`config.mk`:
```
export PLATFORM = sky130hd
export DESIGN_NAME = soft_cpu_flow_io_decode
export DESIGN_NICKNAME = d
export VERILOG_FILES = /design/src/rtl/soft_cpu_pkg.sv /design/src/rtl/return_stack.sv /design/src/rtl/arith_unit.sv /design/src/rtl/soft_cpu_flow_io_decode.sv
export SDC_FILE = /design/constraint.sdc
export NUM_CORES = 1
export LEC_CHECK = 0
export BUFFER_PORTS_ARGS = -buffer_cell sky130_fd_sc_hd__buf_4
export CORE_ASPECT_RATIO = 0.75
export CORE_UTILIZATION = 56
export CTS_CLUSTER_SIZE = 16
export DETAILED_ROUTE_END_ITERATION = 10
export PLACE_DENSITY = 0.77
export SLEW_MARGIN = 5
export SYNTH_ARGS = -nofsm -noshare
export SYNTH_HDL_FRONTEND = slang
export SYNTH_SLANG_ARGS = --single-unit
```
`constraint.sdc`:
```
create_clock -name clock -period 4.9 [get_ports clock]
set_input_delay 0 -clock clock [delete_from_list [all_inputs] [get_ports clock]]
set_output_delay 0 -clock clock [all_outputs]
set_load 0.01 [all_outputs]
```
`src/rtl/soft_cpu_pkg.sv`:
```
package soft_cpu_pkg;

  // ----------------------------------------------------------------
  // instruction fields
  // ----------------------------------------------------------------
  localparam int FLD_A_LSB = 0;
  localparam int FLD_B_LSB = 4;
  localparam int FLD_CONST_LSB = 4;
  localparam int FLD_COND_LSB = 9;
  localparam int FLD_OFFSET_LSB = 8;
  localparam int FLD_PORT_LSB = 4;
  localparam int FLD_LOOP_BIT = 8;
  localparam int FLD_REP_BIT = 11;
  localparam int FLD_PUSH_REGISTER_BIT = 10;

  localparam logic [1:0] TYPE_CALL = 2'h0;
  localparam logic [1:0] TYPE_FLOW = 2'h1;
  localparam logic [1:0] TYPE_IMM = 2'h2;
  localparam logic [1:0] TYPE_REG = 2'h3;

  localparam logic [1:0] FLOW_JUMP = 2'h0;
  localparam logic [1:0] FLOW_RET = 2'h1;
  localparam logic [1:0] FLOW_PUSH = 2'h2;
  localparam logic [1:0] FLOW_LOAD = 2'h3;

  localparam logic [1:0] IMM_ADD = 2'h0;
  localparam logic [1:0] IMM_CMP = 2'h1;
  localparam logic [2:0] G2_MISC = 3'h5;
  localparam logic [2:0] G2_STORE = 3'h6;
  localparam logic [2:0] G2_OUT = 3'h7;

  localparam logic [2:0] MISC_CMP = 3'h3;
  localparam logic [2:0] MISC_TST = 3'h4;
  localparam logic [2:0] MISC_PRELOAD = 3'h5;
  localparam logic [2:0] MISC_CARRY = 3'h6;
  localparam logic [2:0] MISC_CMPC = 3'h7;

  localparam logic [2:0] G3_IN = 3'h0;
  localparam logic [2:0] G3_FETCH = 3'h1;
  localparam logic [2:0] G3_ARITH = 3'h2;
  localparam logic [2:0] G3_LOGIC = 3'h4;
  localparam logic [2:0] G3_SHIFT = 3'h5;

  localparam logic [2:0] LG_NOT = 3'h0;
  localparam logic [2:0] LG_AND = 3'h1;
  localparam logic [2:0] LG_OR = 3'h2;
  localparam logic [2:0] LG_XOR = 3'h3;

  localparam logic [2:0] SH_RIGHT = 3'h6;
  localparam logic [2:0] SH_LEFT = 3'h7;
  localparam logic [1:0] SH_ROT = 2'h0;
  localparam logic [1:0] SH_ALT = 2'h1;
  localparam logic [1:0] SH_CARRY = 2'h2;
  localparam logic [1:0] SH_LOGIC = 2'h3;

  localparam logic [2:0] COND_ALWAYS = 3'h0;
  localparam logic [2:0] COND_NEVER = 3'h1;
  localparam logic [2:0] COND_VS = 3'h2;
  localparam logic [2:0] COND_VC = 3'h3;
  localparam logic [2:0] COND_ZS = 3'h4;
  localparam logic [2:0] COND_ZC = 3'h5;
  localparam logic [2:0] COND_CS = 3'h6;
  localparam logic [2:0] COND_CC = 3'h7;

  // ----------------------------------------------------------------
  // sizes, counts and reset values
  // ----------------------------------------------------------------
  localparam int STACK_DEPTH = 16;
  localparam int STACK_PTR_W = 4;
  localparam logic [8:0] REP_EXTRA = 9'h001;
  localparam logic [15:0] RESET_PC = 16'h0000;
  localparam logic [STACK_PTR_W-1:0] RESET_SP = 4'h0;

  // ----------------------------------------------------------------
  // apb register map
  // ----------------------------------------------------------------
  localparam logic [7:0] ADDR_CTRL = 8'h00;
  localparam logic [7:0] ADDR_STATUS = 8'h04;
  localparam int CTRL_RUN_BIT = 0;
  localparam logic RESET_RUN = 1'b1;

endpackage : soft_cpu_pkg

```
`src/rtl/return_stack.sv`:
```
`timescale 1ns/10ps
`default_nettype none
module return_stack (
  input wire logic clock,
  input wire logic rstn,
  input wire logic push,
  input wire logic pop,
  input wire logic [15:0] push_data,
  output logic [15:0] top,
  output logic [soft_cpu_pkg::STACK_PTR_W-1:0] sp
);

  logic [15:0] entries [0:soft_cpu_pkg::STACK_DEPTH-1];
  logic [soft_cpu_pkg::STACK_PTR_W-1:0] sp_reg;
  logic [15:0] hold_reg;
  logic pending_reg;

  // pointer wraps at the depth, no overflow flag
  always_ff @(posedge clock) begin
    if (!rstn) begin
      sp_reg <= soft_cpu_pkg::RESET_SP;
    end else if (push) begin
      sp_reg <= sp_reg + 4'h1;
    end else if (pop) begin
      sp_reg <= sp_reg - 4'h1;
    end
  end

  // pushed value (return address or register) parked here while the pointer moves, written one cycle later
  always_ff @(posedge clock) begin
    if (!rstn) begin
      pending_reg <= 1'b0;
      hold_reg <= 16'h0000;
    end else begin
      pending_reg <= push;
      if (push) begin
        hold_reg <= push_data;
      end
    end
  end

  always_ff @(posedge clock) begin
    if (pending_reg) begin
      entries[sp_reg] <= hold_reg;
    end
  end

  // the core never reads in the cycle after a push, so the late write is safe
  assign top = entries[sp_reg];
  assign sp = sp_reg;

endmodule : return_stack
`default_nettype wire

```
`src/rtl/arith_unit.sv`:
```
`timescale 1ns/10ps
`default_nettype none
module arith_unit (
  input wire logic [15:0] a,
  input wire logic [15:0] b,
  input wire logic sub,
  input wire logic use_carry,
  input wire logic carry_in,
  output logic [15:0] sum,
  output logic carry_out,
  output logic overflow,
  output logic zero
);

  logic [15:0] b_eff;
  logic cin;
  logic [16:0] total;

  // carry reads as borrow after a subtract
  assign b_eff = sub ? ~b : b;
  assign cin = sub ? ~(use_carry & carry_in) : (use_carry & carry_in);
  assign total = {1'b0, a} + {1'b0, b_eff} + {16'h0000, cin};
  assign sum = total[15:0];
  assign carry_out = sub ? ~total[16] : total[16];
  assign overflow = (a[15] == b_eff[15]) & (sum[15] != a[15]);
  assign zero = (sum == 16'h0000);

endmodule : arith_unit
`default_nettype wire

```
`src/rtl/soft_cpu_flow_io_decode.sv`:
```
`timescale 1ns/10ps
`default_nettype none
module soft_cpu_flow_io_decode (
  input wire logic clock,
  input wire logic rstn,
  // instruction port of the shared memory
  output logic [15:0] imem_addr,
  input wire logic [15:0] imem_rdata,
  // data port of the shared memory
  output logic [15:0] dmem_addr,
  output logic [15:0] dmem_wdata,
  output logic dmem_we,
  output logic dmem_re,
  input wire logic [15:0] dmem_rdata,
  // peripheral port bus
  output logic [6:0] port_addr_bus,
  output logic [15:0] port_wdata_bus,
  output logic port_write_strobe,
  output logic port_read_strobe,
  input wire logic [15:0] port_rdata_bus,
  // apb slave
  input wire logic [7:0] paddr,
  input wire logic psel,
  input wire logic penable,
  input wire logic pwrite,
  input wire logic [31:0] pwdata,
  output logic [31:0] prdata,
  output logic pready,
  output logic pslverr
);

  // ----------------------------------------------------------------
  // state
  // ----------------------------------------------------------------
  typedef enum logic [2:0] {st_fetch, st_exec, st_wait, st_take} cpu_state_type;

  cpu_state_type state_reg;
  cpu_state_type state_next;
  logic [15:0] pc_reg;
  logic [15:0] pc_next;
  logic [15:0] regs [0:15];
  logic flag_c_reg;
  logic flag_v_reg;
  logic flag_z_reg;
  logic flag_c_next;
  logic flag_v_next;
  logic flag_z_next;
  logic [7:0] high_reg;
  logic [7:0] high_next;
  logic high_valid_reg;
  logic high_valid_next;
  logic [8:0] rep_left_reg;
  logic [8:0] rep_left_next;
  logic [3:0] dest_reg;
  logic from_port_reg;
  logic run_reg;

  logic [15:0] instr;
  logic [3:0] ra;
  logic [3:0] rb;
  logic [15:0] a_val;
  logic [15:0] b_val;
  logic [15:0] pc_inc;
  logic [15:0] seq_pc;
  logic [7:0] const8;
  logic [15:0] imm16;
  logic [15:0] rel_off;
  logic [15:0] mem_addr;
  logic cond_ok;
  logic rf_we;
  logic [3:0] rf_waddr;
  logic [15:0] rf_wdata;
  logic push;
  logic pop;
  logic [15:0] push_data;
  logic [15:0] stack_top;
  logic [3:0] stack_ptr;
  logic do_store;
  logic do_load;
  logic do_out;
  logic do_in;
  logic [15:0] alu_a;
  logic [15:0] alu_b;
  logic alu_sub;
  logic alu_carry;
  logic [15:0] alu_sum;
  logic alu_c;
  logic alu_v;
  logic alu_z;

  function automatic logic cond_met(input logic [2:0] cond, input logic c,
                                    input logic v, input logic z);
    case (cond)
      soft_cpu_pkg::COND_ALWAYS: cond_met = 1'b1;
      soft_cpu_pkg::COND_NEVER: cond_met = 1'b0;
      soft_cpu_pkg::COND_VS: cond_met = v;
      soft_cpu_pkg::COND_VC: cond_met = ~v;
      soft_cpu_pkg::COND_ZS: cond_met = z;
      soft_cpu_pkg::COND_ZC: cond_met = ~z;
      soft_cpu_pkg::COND_CS: cond_met = c;
      default: cond_met = ~c;
    endcase
  endfunction : cond_met

  // ----------------------------------------------------------------
  // operand decode
  // ----------------------------------------------------------------
  assign instr = imem_rdata;
  assign ra = instr[soft_cpu_pkg::FLD_A_LSB +: 4];
  assign rb = instr[soft_cpu_pkg::FLD_B_LSB +: 4];
  assign a_val = regs[ra];
  assign b_val = regs[rb];
  assign pc_inc = pc_reg + 16'h0001;
  // pc stays put while a reissue is outstanding
  assign seq_pc = (rep_left_reg != 9'h000) ? pc_reg : pc_inc;
  assign const8 = instr[soft_cpu_pkg::FLD_CONST_LSB +: 8];
  assign imm16 = high_valid_reg ? {high_reg, const8} : {{8{const8[7]}}, const8};
  assign rel_off = {{7{instr[8]}}, instr[8:0]};
  assign mem_addr = b_val + {13'h0000, instr[soft_cpu_pkg::FLD_OFFSET_LSB +: 3]};
  assign cond_ok = cond_met(instr[soft_cpu_pkg::FLD_COND_LSB +: 3], flag_c_reg,
                            flag_v_reg, flag_z_reg);

  arith_unit u_arith (
    .a(alu_a),
    .b(alu_b),
    .sub(alu_sub),
    .use_carry(alu_carry),
    .carry_in(flag_c_reg),
    .sum(alu_sum),
    .carry_out(alu_c),
    .overflow(alu_v),
    .zero(alu_z)
  );

  return_stack u_stack (
    .clock(clock),
    .rstn(rstn),
    .push(push),
    .pop(pop),
    .push_data(push_data),
    .top(stack_top),
    .sp(stack_ptr)
  );

  // ----------------------------------------------------------------
  // execute
  // ----------------------------------------------------------------
  always_comb begin
    state_next = state_reg;
    pc_next = pc_reg;
    rf_we = 1'b0;
    rf_waddr = ra;
    rf_wdata = alu_sum;
    flag_c_next = flag_c_reg;
    flag_v_next = flag_v_reg;
    flag_z_next = flag_z_reg;
    high_next = high_reg;
    high_valid_next = high_valid_reg;
    rep_left_next = rep_left_reg;
    push = 1'b0;
    pop = 1'b0;
    push_data = pc_inc;
    do_store = 1'b0;
    do_load = 1'b0;
    do_out = 1'b0;
    do_in = 1'b0;
    alu_a = a_val;
    alu_b = b_val;
    alu_sub = 1'b0;
    alu_carry = 1'b0;
    case (state_reg)
      st_fetch: begin
        if (run_reg) begin
          state_next = st_exec;
        end
      end
      st_exec: begin
        state_next = st_fetch;
        pc_next = seq_pc;
        if (rep_left_reg != 9'h000) begin
          rep_left_next = rep_left_reg - 9'h001;
        end
        case (instr[15:14])
          soft_cpu_pkg::TYPE_CALL: begin
            push = 1'b1;
            pc_next = {2'b00, instr[13:0]};
          end
          soft_cpu_pkg::TYPE_FLOW: begin
            case (instr[13:12])
              soft_cpu_pkg::FLOW_JUMP: begin
                if (cond_ok) begin
                  pc_next = pc_inc + rel_off;
                end
              end
              soft_cpu_pkg::FLOW_RET: begin
                if (!instr[soft_cpu_pkg::FLD_LOOP_BIT]) begin
                  if (cond_ok) begin
                    pc_next = stack_top;
                    pop = 1'b1;
                  end
                end else if (cond_ok) begin
                  pc_next = stack_top;
                end else begin
                  pop = 1'b1;
                end
              end
              soft_cpu_pkg::FLOW_PUSH: begin
                if (instr[soft_cpu_pkg::FLD_REP_BIT]) begin
                  rep_left_next = {1'b0, instr[7:0]} + soft_cpu_pkg::REP_EXTRA;
                end else begin
                  push = 1'b1;
                  if (instr[soft_cpu_pkg::FLD_PUSH_REGISTER_BIT]) begin
                    push_data = a_val;
                  end
                end
              end
              default: begin
                rf_we = 1'b1;
                rf_wdata = imm16;
                high_valid_next = 1'b0;
              end
            endcase
          end
          soft_cpu_pkg::TYPE_IMM: begin
            if (!instr[13]) begin
              alu_b = imm16;
              alu_sub = (instr[13:12] == soft_cpu_pkg::IMM_CMP);
              high_valid_next = 1'b0;
              rf_we = (instr[13:12] == soft_cpu_pkg::IMM_ADD);
              flag_c_next = alu_c;
              flag_v_next = alu_v;
              flag_z_next = alu_z;
            end else begin
              case (instr[13:11])
                soft_cpu_pkg::G2_MISC: begin
                  case (instr[10:8])
                    soft_cpu_pkg::MISC_TST: flag_c_next = a_val[rb];
                    soft_cpu_pkg::MISC_PRELOAD: begin
                      high_next = instr[7:0];
                      high_valid_next = 1'b1;
                    end
                    soft_cpu_pkg::MISC_CARRY: flag_c_next = instr[4];
                    soft_cpu_pkg::MISC_CMP, soft_cpu_pkg::MISC_CMPC: begin
                      alu_sub = 1'b1;
                      alu_carry = instr[10:8] == soft_cpu_pkg::MISC_CMPC;
                      flag_c_next = alu_c;
                      flag_v_next = alu_v;
                      flag_z_next = alu_z;
                    end
                    default: begin
                    end
                  endcase
                end
                soft_cpu_pkg::G2_STORE: do_store = 1'b1;
                soft_cpu_pkg::G2_OUT: do_out = 1'b1;
                default: begin
                end
              endcase
            end
          end
          default: begin
            case (instr[13:11])
              soft_cpu_pkg::G3_IN: begin
                do_in = 1'b1;
                state_next = st_wait;
              end
              soft_cpu_pkg::G3_FETCH: begin
                do_load = 1'b1;
                state_next = st_wait;
              end
              soft_cpu_pkg::G3_ARITH: begin
                // op bits: carry, use A, subtract; without A it is a move, or a negate when subtract is set
                alu_a = instr[9] ? a_val : 16'h0000;
                alu_sub = instr[8];
                alu_carry = instr[10];
                rf_we = 1'b1;
                flag_c_next = alu_c;
                flag_v_next = alu_v;
                flag_z_next = alu_z;
              end
              soft_cpu_pkg::G3_LOGIC: begin
                rf_we = instr[10:8] <= soft_cpu_pkg::LG_XOR;
                case (instr[10:8])
                  soft_cpu_pkg::LG_NOT: rf_wdata = ~b_val;
                  soft_cpu_pkg::LG_AND: rf_wdata = a_val & b_val;
                  soft_cpu_pkg::LG_OR: rf_wdata = a_val | b_val;
                  default: rf_wdata = a_val ^ b_val;
                endcase
              end
              soft_cpu_pkg::G3_SHIFT: begin
                if (instr[10:8] == soft_cpu_pkg::SH_RIGHT) begin
                  rf_we = 1'b1;
                  flag_c_next = a_val[0];
                  case (instr[7:6])
                    soft_cpu_pkg::SH_ROT: rf_wdata = {a_val[0], a_val[15:1]};
                    soft_cpu_pkg::SH_ALT: rf_wdata = {a_val[15], a_val[15:1]};
                    soft_cpu_pkg::SH_CARRY: rf_wdata = {flag_c_reg, a_val[15:1]};
                    default: rf_wdata = {1'b0, a_val[15:1]};
                  endcase
                end else if (instr[10:8] == soft_cpu_pkg::SH_LEFT) begin
                  rf_we = 1'b1;
                  flag_c_next = a_val[15];
                  case (instr[7:6])
                    soft_cpu_pkg::SH_CARRY: rf_wdata = {a_val[14:0], flag_c_reg};
                    soft_cpu_pkg::SH_LOGIC: rf_wdata = {a_val[14:0], 1'b0};
                    default: rf_wdata = {a_val[14:0], a_val[15]};
                  endcase
                end
              end
              default: begin
              end
            endcase
          end
        endcase
      end
      st_wait: state_next = st_take;
      st_take: begin
        rf_we = 1'b1;
        rf_waddr = dest_reg;
        rf_wdata = from_port_reg ? port_rdata_bus : dmem_rdata;
        state_next = st_fetch;
      end
      default: state_next = st_fetch;
    endcase
  end

  // ----------------------------------------------------------------
  // sequencing registers
  // ----------------------------------------------------------------
  always_ff @(posedge clock) begin
    if (!rstn) begin
      state_reg <= st_fetch;
      pc_reg <= soft_cpu_pkg::RESET_PC;
      rep_left_reg <= 9'h000;
      high_reg <= 8'h00;
      high_valid_reg <= 1'b0;
    end else begin
      state_reg <= state_next;
      pc_reg <= pc_next;
      rep_left_reg <= rep_left_next;
      high_reg <= high_next;
      high_valid_reg <= high_valid_next;
    end
  end

  always_ff @(posedge clock) begin
    if (!rstn) begin
      flag_c_reg <= 1'b0;
      flag_v_reg <= 1'b0;
      flag_z_reg <= 1'b0;
    end else begin
      flag_c_reg <= flag_c_next;
      flag_v_reg <= flag_v_next;
      flag_z_reg <= flag_z_next;
    end
  end

  always_ff @(posedge clock) begin
    if (!rstn) begin
      for (int i = 0; i < 16; i++) begin
        regs[i] <= 16'h0000;
      end
    end else if (rf_we) begin
      regs[rf_waddr] <= rf_wdata;
    end
  end

  // ----------------------------------------------------------------
  // memory and port buses
  // ----------------------------------------------------------------
  // fetch runs on its own port off the pc flop, data traffic never blocks it
  assign imem_addr = pc_reg;

  always_ff @(posedge clock) begin
    if (!rstn) begin
      dmem_addr <= 16'h0000;
      dmem_wdata <= 16'h0000;
      dmem_we <= 1'b0;
      dmem_re <= 1'b0;
      dest_reg <= 4'h0;
      from_port_reg <= 1'b0;
    end else begin
      dmem_we <= do_store;
      dmem_re <= do_load;
      if (do_store || do_load) begin
        dmem_addr <= mem_addr;
        dmem_wdata <= a_val;
      end
      if (do_load || do_in) begin
        dest_reg <= ra;
        from_port_reg <= do_in;
      end
    end
  end

  // read strobe spans the wait and take cycles so slow ports settle
  always_ff @(posedge clock) begin
    if (!rstn) begin
      port_addr_bus <= 7'h00;
      port_wdata_bus <= 16'h0000;
      port_write_strobe <= 1'b0;
      port_read_strobe <= 1'b0;
    end else begin
      port_write_strobe <= do_out;
      port_read_strobe <= do_in | (port_read_strobe & (state_reg == st_wait));
      if (do_out || do_in) begin
        port_addr_bus <= instr[soft_cpu_pkg::FLD_PORT_LSB +: 7];
      end
      if (do_out) begin
        port_wdata_bus <= a_val;
      end
    end
  end

  // ----------------------------------------------------------------
  // apb slave
  // ----------------------------------------------------------------
  always_ff @(posedge clock) begin
    if (!rstn) begin
      pready <= 1'b0;
      pslverr <= 1'b0;
      prdata <= 32'h00000000;
      run_reg <= soft_cpu_pkg::RESET_RUN;
    end else begin
      pready <= psel & ~penable;
      pslverr <= psel & ~penable & (paddr != soft_cpu_pkg::ADDR_CTRL) &
                 (paddr != soft_cpu_pkg::ADDR_STATUS);
      if (psel && !penable && !pwrite) begin
        case (paddr)
          soft_cpu_pkg::ADDR_CTRL: prdata <= {31'h00000000, run_reg};
          soft_cpu_pkg::ADDR_STATUS: prdata <= {9'h000, flag_c_reg, flag_v_reg, flag_z_reg,
                                                stack_ptr, pc_reg};
          default: prdata <= 32'h00000000;
        endcase
      end
      if (psel && penable && pready && pwrite && (paddr == soft_cpu_pkg::ADDR_CTRL)) begin
        run_reg <= pwdata[soft_cpu_pkg::CTRL_RUN_BIT];
      end
    end
  end

endmodule : soft_cpu_flow_io_decode
`default_nettype wire

```
### Word level (Yosys, flattened, before mapping)

Memory sizes are Yosys's and may differ from the RTL's. A register that Yosys moved wholly into a read port is not among the register bits.
Cells that the tools add are included.

| word-level totals | value |
|---|---|
| bits in registers | 160 |
| memory bits (writable) | 512 |
| bits of input ports | 93 |
| output and inout bits | 109 |
| memories kept | 2 |

Memories:

| name | words | width | read ports | clocked after memory_dff | wr ports | RTL line | RTL |
|---|---|---|---|---|---|---|---|
| regs | 16 | 16 | 2 | 0 | 16 | soft_cpu_flow_io_decode.sv:41 | `logic [15:0] regs [0:15];` |
| u_stack.entries | 16 | 16 | 1 | 1 | 1 | return_stack.sv:13 | `logic [15:0] entries [0:soft_cpu_pkg::STACK_DEPTH-1];` |

| operators by class | value |
|---|---|
| add/subtract/negate cells | 9 |
| magnitude comparators | 2 |
| eq/ne operators | 40 |
| multiplexer cells | 122 |
| bitwise operators | 19 |
| reduce and logical (&&, ||, !) cells | 37 |

Operator list:

| operator | count |
|---|---|
| 16-bit two-way mux | 22 |
| 16-bit case mux with 2 select lines | 5 |
| 16-bit case mux with 3 select lines | 2 |
| 1-bit two-way mux | 63 |
| 23-bit case mux with 2 select lines | 1 |
| 9-bit two-way mux | 4 |
| 3-bit equality test (second input constant) | 11 |
| 16-bit inverter | 2 |
| 4-bit two-way mux | 6 |
| 3-bit by 2-bit equality test with 1-bit output (second input constant) | 7 |
| 1-bit case mux with 2 select lines | 10 |
| 16-bit by 16-bit adder with 17-bit output | 1 |
| 17-bit by 1-bit adder with 17-bit output | 1 |
| 16-bit by 1-bit adder with 16-bit output (second input constant) | 1 |
| 16-bit adder | 1 |
| 16-bit by 3-bit adder with 16-bit output | 1 |
| 16-bit AND | 1 |
| 16-bit zero test | 1 |
| 16-bit OR | 1 |
| 16-bit OR reduction | 1 |
| 16-bit bitwise XOR | 1 |
| 5-bit AND reduction | 3 |
| 3-bit by 1-bit equality test with 1-bit output (second input constant) | 4 |
| 3-bit zero test | 4 |
| 38 further kinds | 75 |

### Depth between registers and ports, before layout

| logic depth | value |
|---|---|
| word-level depth | 17 |
| mapped depth | 19 |
| mapped depth without buffers | 16 |

### Modules after synthesis

Synthesis repeated with hierarchy kept, for this count alone.

| unflattened totals | value |
|---|---|
| cell total of the unflattened synthesis | 2866 |
| area total of the unflattened synthesis | 34864.7 sq um |

By module, submodules not included:

| module | times used | cells each | area each (sq um) | seq. area each (sq um) |
|---|---|---|---|---|
| soft_cpu_flow_io_decode | 1 | 2241 | 23224.8 | 10269.8 |
| return_stack | 1 | 501 | 10661.5 | 8187.9 |
| arith_unit | 1 | 124 | 978.4 | 0.0 |

### Least setup slack after synthesis

No wires, ideal clock.

| timing path | value |
|---|---|
| path kind | input to register |
| start point | input port imem_rdata[4] |
| end point | memory regs[0][12] (data pin) |
| arrival time | 4.352 ns |
| required time | 4.634 ns |
| slack | 0.282 ns |
| stages on the path | 18 |
| buffers on the path | 4 |
| cell sequence | buf_6 > buf_6 > buf_6 > mux4_2 > mux4_2 > mux2i_1 > xor2_1 > fa_1 > fa_1 > a21oi_1 > o21a_1 > o211ai_1 > a21oi_1 > nor3_1 > o21a_1 > o41ai_2 > buf_2 > nor2_1 |

RTL lines:

| what | RTL line | RTL |
|---|---|---|
| from (decl) | soft_cpu_flow_io_decode.sv:8 | `input wire logic [15:0] imem_rdata,` |
| to (decl) | soft_cpu_flow_io_decode.sv:41 |  |

==> results.json <==
{
  "die_area_um2": 64200,
  "overflow": 0,
  "hold_class": "input port to flip-flop",
  "final_max_slew_viol_count": 0,
  "grt_pass1_vias": 26000,
  "drc": 0,
  "use_met3_pct": 14.6,
  "endpoint_kind": "flip-flop",
  "cp_slowest_cell": "mux4_2",
  "dp_hpwl_um": 88300,
  "hold_violations": 0,
  "synth.avg_cell_area_um2": 12.2,
  "yosys-top-cells-area": "edfxtp_1 43%, mux4_2 13%, dfxtp_1 8.7%",
  "synth_top_area_share_pct": 43.4,
  "htree_num_levels": 3,
  "viasPerCell": 6.94,
  "violations": "setup timing",
  "yosys_most_used_dff": "edfxtp_1",
  "wl_per_cell_um": 31.2,
  "clock_power_share_pct": 33.4,
  "pwr-share-seq_pct": 42.8,
  "num-fill-cells": 4487,
  "drt-total-wl_um": 125000,
  "cts.clk_slew.worst_paths_ns": 0.06,
  "grt.busiest_layer": "met1",
  "crit_family": "compound AO/OA/AOI/OAI gates",
  "start_kind": "flip-flop",
  "ios": 202,
  "num_vias": 27900,
  "die_w_um": 292,
  "cts-buffers-inserted": 66,
  "cp_num_buf_inv": 4,
  "grt.total_usage_pct": 38.7,
  "top_regs": "regs: 256 flops, u_stack.entries: 256 flops, prdata: 23 flops",
  "clock-sinks": 666,
  "fin_cells": 4017,
  "globalRouteMet1Util_pct": 56.4,
  "power_density_nw_per_um2": 365,
  "drive_gt1_share_pct": 24.1,
  "p_leak_nw": 15.2,
  "hold-worst-slack_ns": 0.0371,
  "syn_area_um2": 35400,
  "post-route-period-util_pct": 101,
  "grt_setup_unrepaired": "yes",
  "area_delta_synth_final_pct": 14.9,
  "syn-instance-count": 2902,
  "critPathKind": "flip-flop to flip-flop",
  "maxSlewHeadroom_pct": 13.9,
  "cp_max_fo": 8,
  "synth_seq_cells": 666,
  "synth_seq_area_share_pct": 52.1,
  "cpPeakStageDelay_ns": 0.56,
  "drtAntennaViolNets": 0,
  "vdd_drop_max_mv": 0.241,
  "grt_pass1_wl_um": 179000,
  "setup_slack_ns": -0.0346,
  "drt-pass1-iter-count": 6,
  "comb_power_share_pct": 23.8,
  "crit_required_ns": 5.25,
  "fmax_mhz": 203,
  "start_util_pct": 56.8,
  "final_nets": 3331,
  "maxCapViolCount": 0,
  "ys_warn_count": 0,
  "status": "finished, violations left",
  "die-height_um": 220,
  "dp.cells": 3877,
  "yosysUniqueCellTypes": 102,
  "synth-edff-count": 512,
  "yosysMostFrequentCell": "nor2_1",
  "cts.path.max_buffers": 3,
  "async_flop_share_pct": 0,
  "grt_start_max_net_pins": 70,
  "cp.arrival_ns": 5.28,
  "io_buffers": 161,
  "clk_latency_ns": 0.63,
  "core_um2": 62300,
  "grt_use_met2_pct": 53.5,
  "place_area_um2": 38200,
  "power.switching_mw": 4.62,
  "worstPathCellList": "mux4_2 -> mux4_2 -> nand2_1 -> o21ai_1 -> xnor2_1 -> ha_2 -> a2111oi_4 -> buf_4 -> o21a_1 -> o211ai_1 -> a21oi_1 -> buf_4 -> nor3_1 -> o21a_1 -> o41ai_4 -> buf_6 -> buf_6 -> nor2_1",
  "rows": 79,
  "root_buffer": "clkbuf_16",
  "swShare_pct": 31.1,
  "final_cell_area_um2": 40700,
  "skew_ns": 0.0320,
  "synth_common_cells": "513 x nor2_1, 512 x edfxtp_1, 201 x mux4_2, 189 x nand2_1, 156 x a21oi_1",
  "intPower_mw": 10.2,
  "antenna_found_initial": 5,
  "min_period_ns": 4.93,
  "setup_viol": 9,
  "cts_tree": "done",
  "gp_congestion": 1.01,
  "first_iter_violations": 4733,
  "tightest_slew_ns": 1.28,
  "post-synth-top-area-cell": "edfxtp_1"
}
## final cells by class
| cell class | instances | area, µm² | area share [%] |
|---|---|---|---|
| well taps | 810 | 1010 | 2.49 |
| clock buffers | 87 | 1800 | 4.43 |
| clock inverters | 29 | 279 | 0.686 |
| repair buffers | 401 | 3260 | 8.01 |
| multi-input cells | 1951 | 15600 | 38.3 |
| flip-flops and latches | 666 | 18500 | 45.4 |
| diodes | 1 | 2.50 | 0.00615 |
| inverters | 72 | 273 | 0.671 |
## cell usage in the layout (no fill, tap or decap), drive strengths merged, types with 28 or more instances in the layout
cell      n
a211oi   28
a21oi   161
a22oi    34
buf     383
clkbuf   88
dfxtp   154
edfxtp  512
ha       75
inv      74
mux2i    52
mux4    224
nand2   189
nand3    33
nor2    523
nor3     48
o21ai   115
o22ai    33
xnor2    60
xor2     28
## path summary, 6_finish.rpt
kind | depth (start not counted) | from | slack, ns | to
worst min register to register | 2 | high_reg[6]$_SDFFE_PN0P_ | 0.46 | high_reg[6]$_SDFFE_PN0P_
worst min-delay path | 5 | imem_rdata[14] | 0.04 | high_valid_reg$_SDFFE_PN0P_
worst max-delay path | 18 | regs[10][4]$_SDFFCE_PN0P_ | -0.03 | regs[11][12]$_SDFFCE_PN0P_
worst max register to register | 18 | regs[10][4]$_SDFFCE_PN0P_ | -0.03 | regs[11][12]$_SDFFCE_PN0P_
## cells by family after synthesis
logic type | synth area share, %
simple gates | 11.2
mux | 16.7
xor+xnor | 2.24
compound gates | 10.4
fa+ha+maj | 2.93
flops | 52.1
buf+inv | 4.31
other cells | 0.0106
## metal layers
layer	vias up	share of wire [%]
li1	11400	-
met1	13700	38
met2	2369	41
met3	334	17
met4	6	3.6
met5	-	0.027
## stage by stage
| step | util, % | setup WS (ns) | power [mW] | TNS, ns |
|---|---|---|---|---|
| finish | 65.3 | -0.0346 | 14.9 | -0.178 |
| global route | 65.3 | -0.0370 | 15.2 | -0.644 |
| CTS | 65.1 | 0.00259 | 14.6 | 0 |
| detailed placement | 61.4 | -0.0777 | 9.72 | -3.16 |
| global placement | 61.4 | -0.0304 | 9.64 | -0.631 |
| floorplan | - | 0.282 | 8.41 | 0 |
## power by group through the flow
stage / sequential, mW / clock [mW] / combinational [mW]
3_3_place_gp: 6.45 / 0 / 3.19
5_1_grt: 6.37 / 5.19 / 3.69
6_report: 6.36 / 4.97 / 3.54
3_5_place_dp: 6.47 / 0 / 3.25
2_1_floorplan: 6.38 / 0 / 2.03
4_1_cts: 6.35 / 4.96 / 3.28
## tightest hold or removal path, delay by kind of cell
| kind | cells | cell delay [ns] |
|---|---|---|
| adder cells (fa/ha/maj) | 1 | 0.19 |
| buffers and inverters | 2 | 0.21 |
| AO/OA/AOI/OAI | 2 | 0.21 |
## timing repair
item                                    in CTS  in global routing
pin swaps                                    1                 14
gates cloned                                 0                  2
endpoints found under the setup margin      79                130
buffers inserted                             0                  4
endpoints found under the hold margin       16                  0
hold buffers                                17                  0
resized for setup                            6                 17
Power figures use the tool's default switching activity.
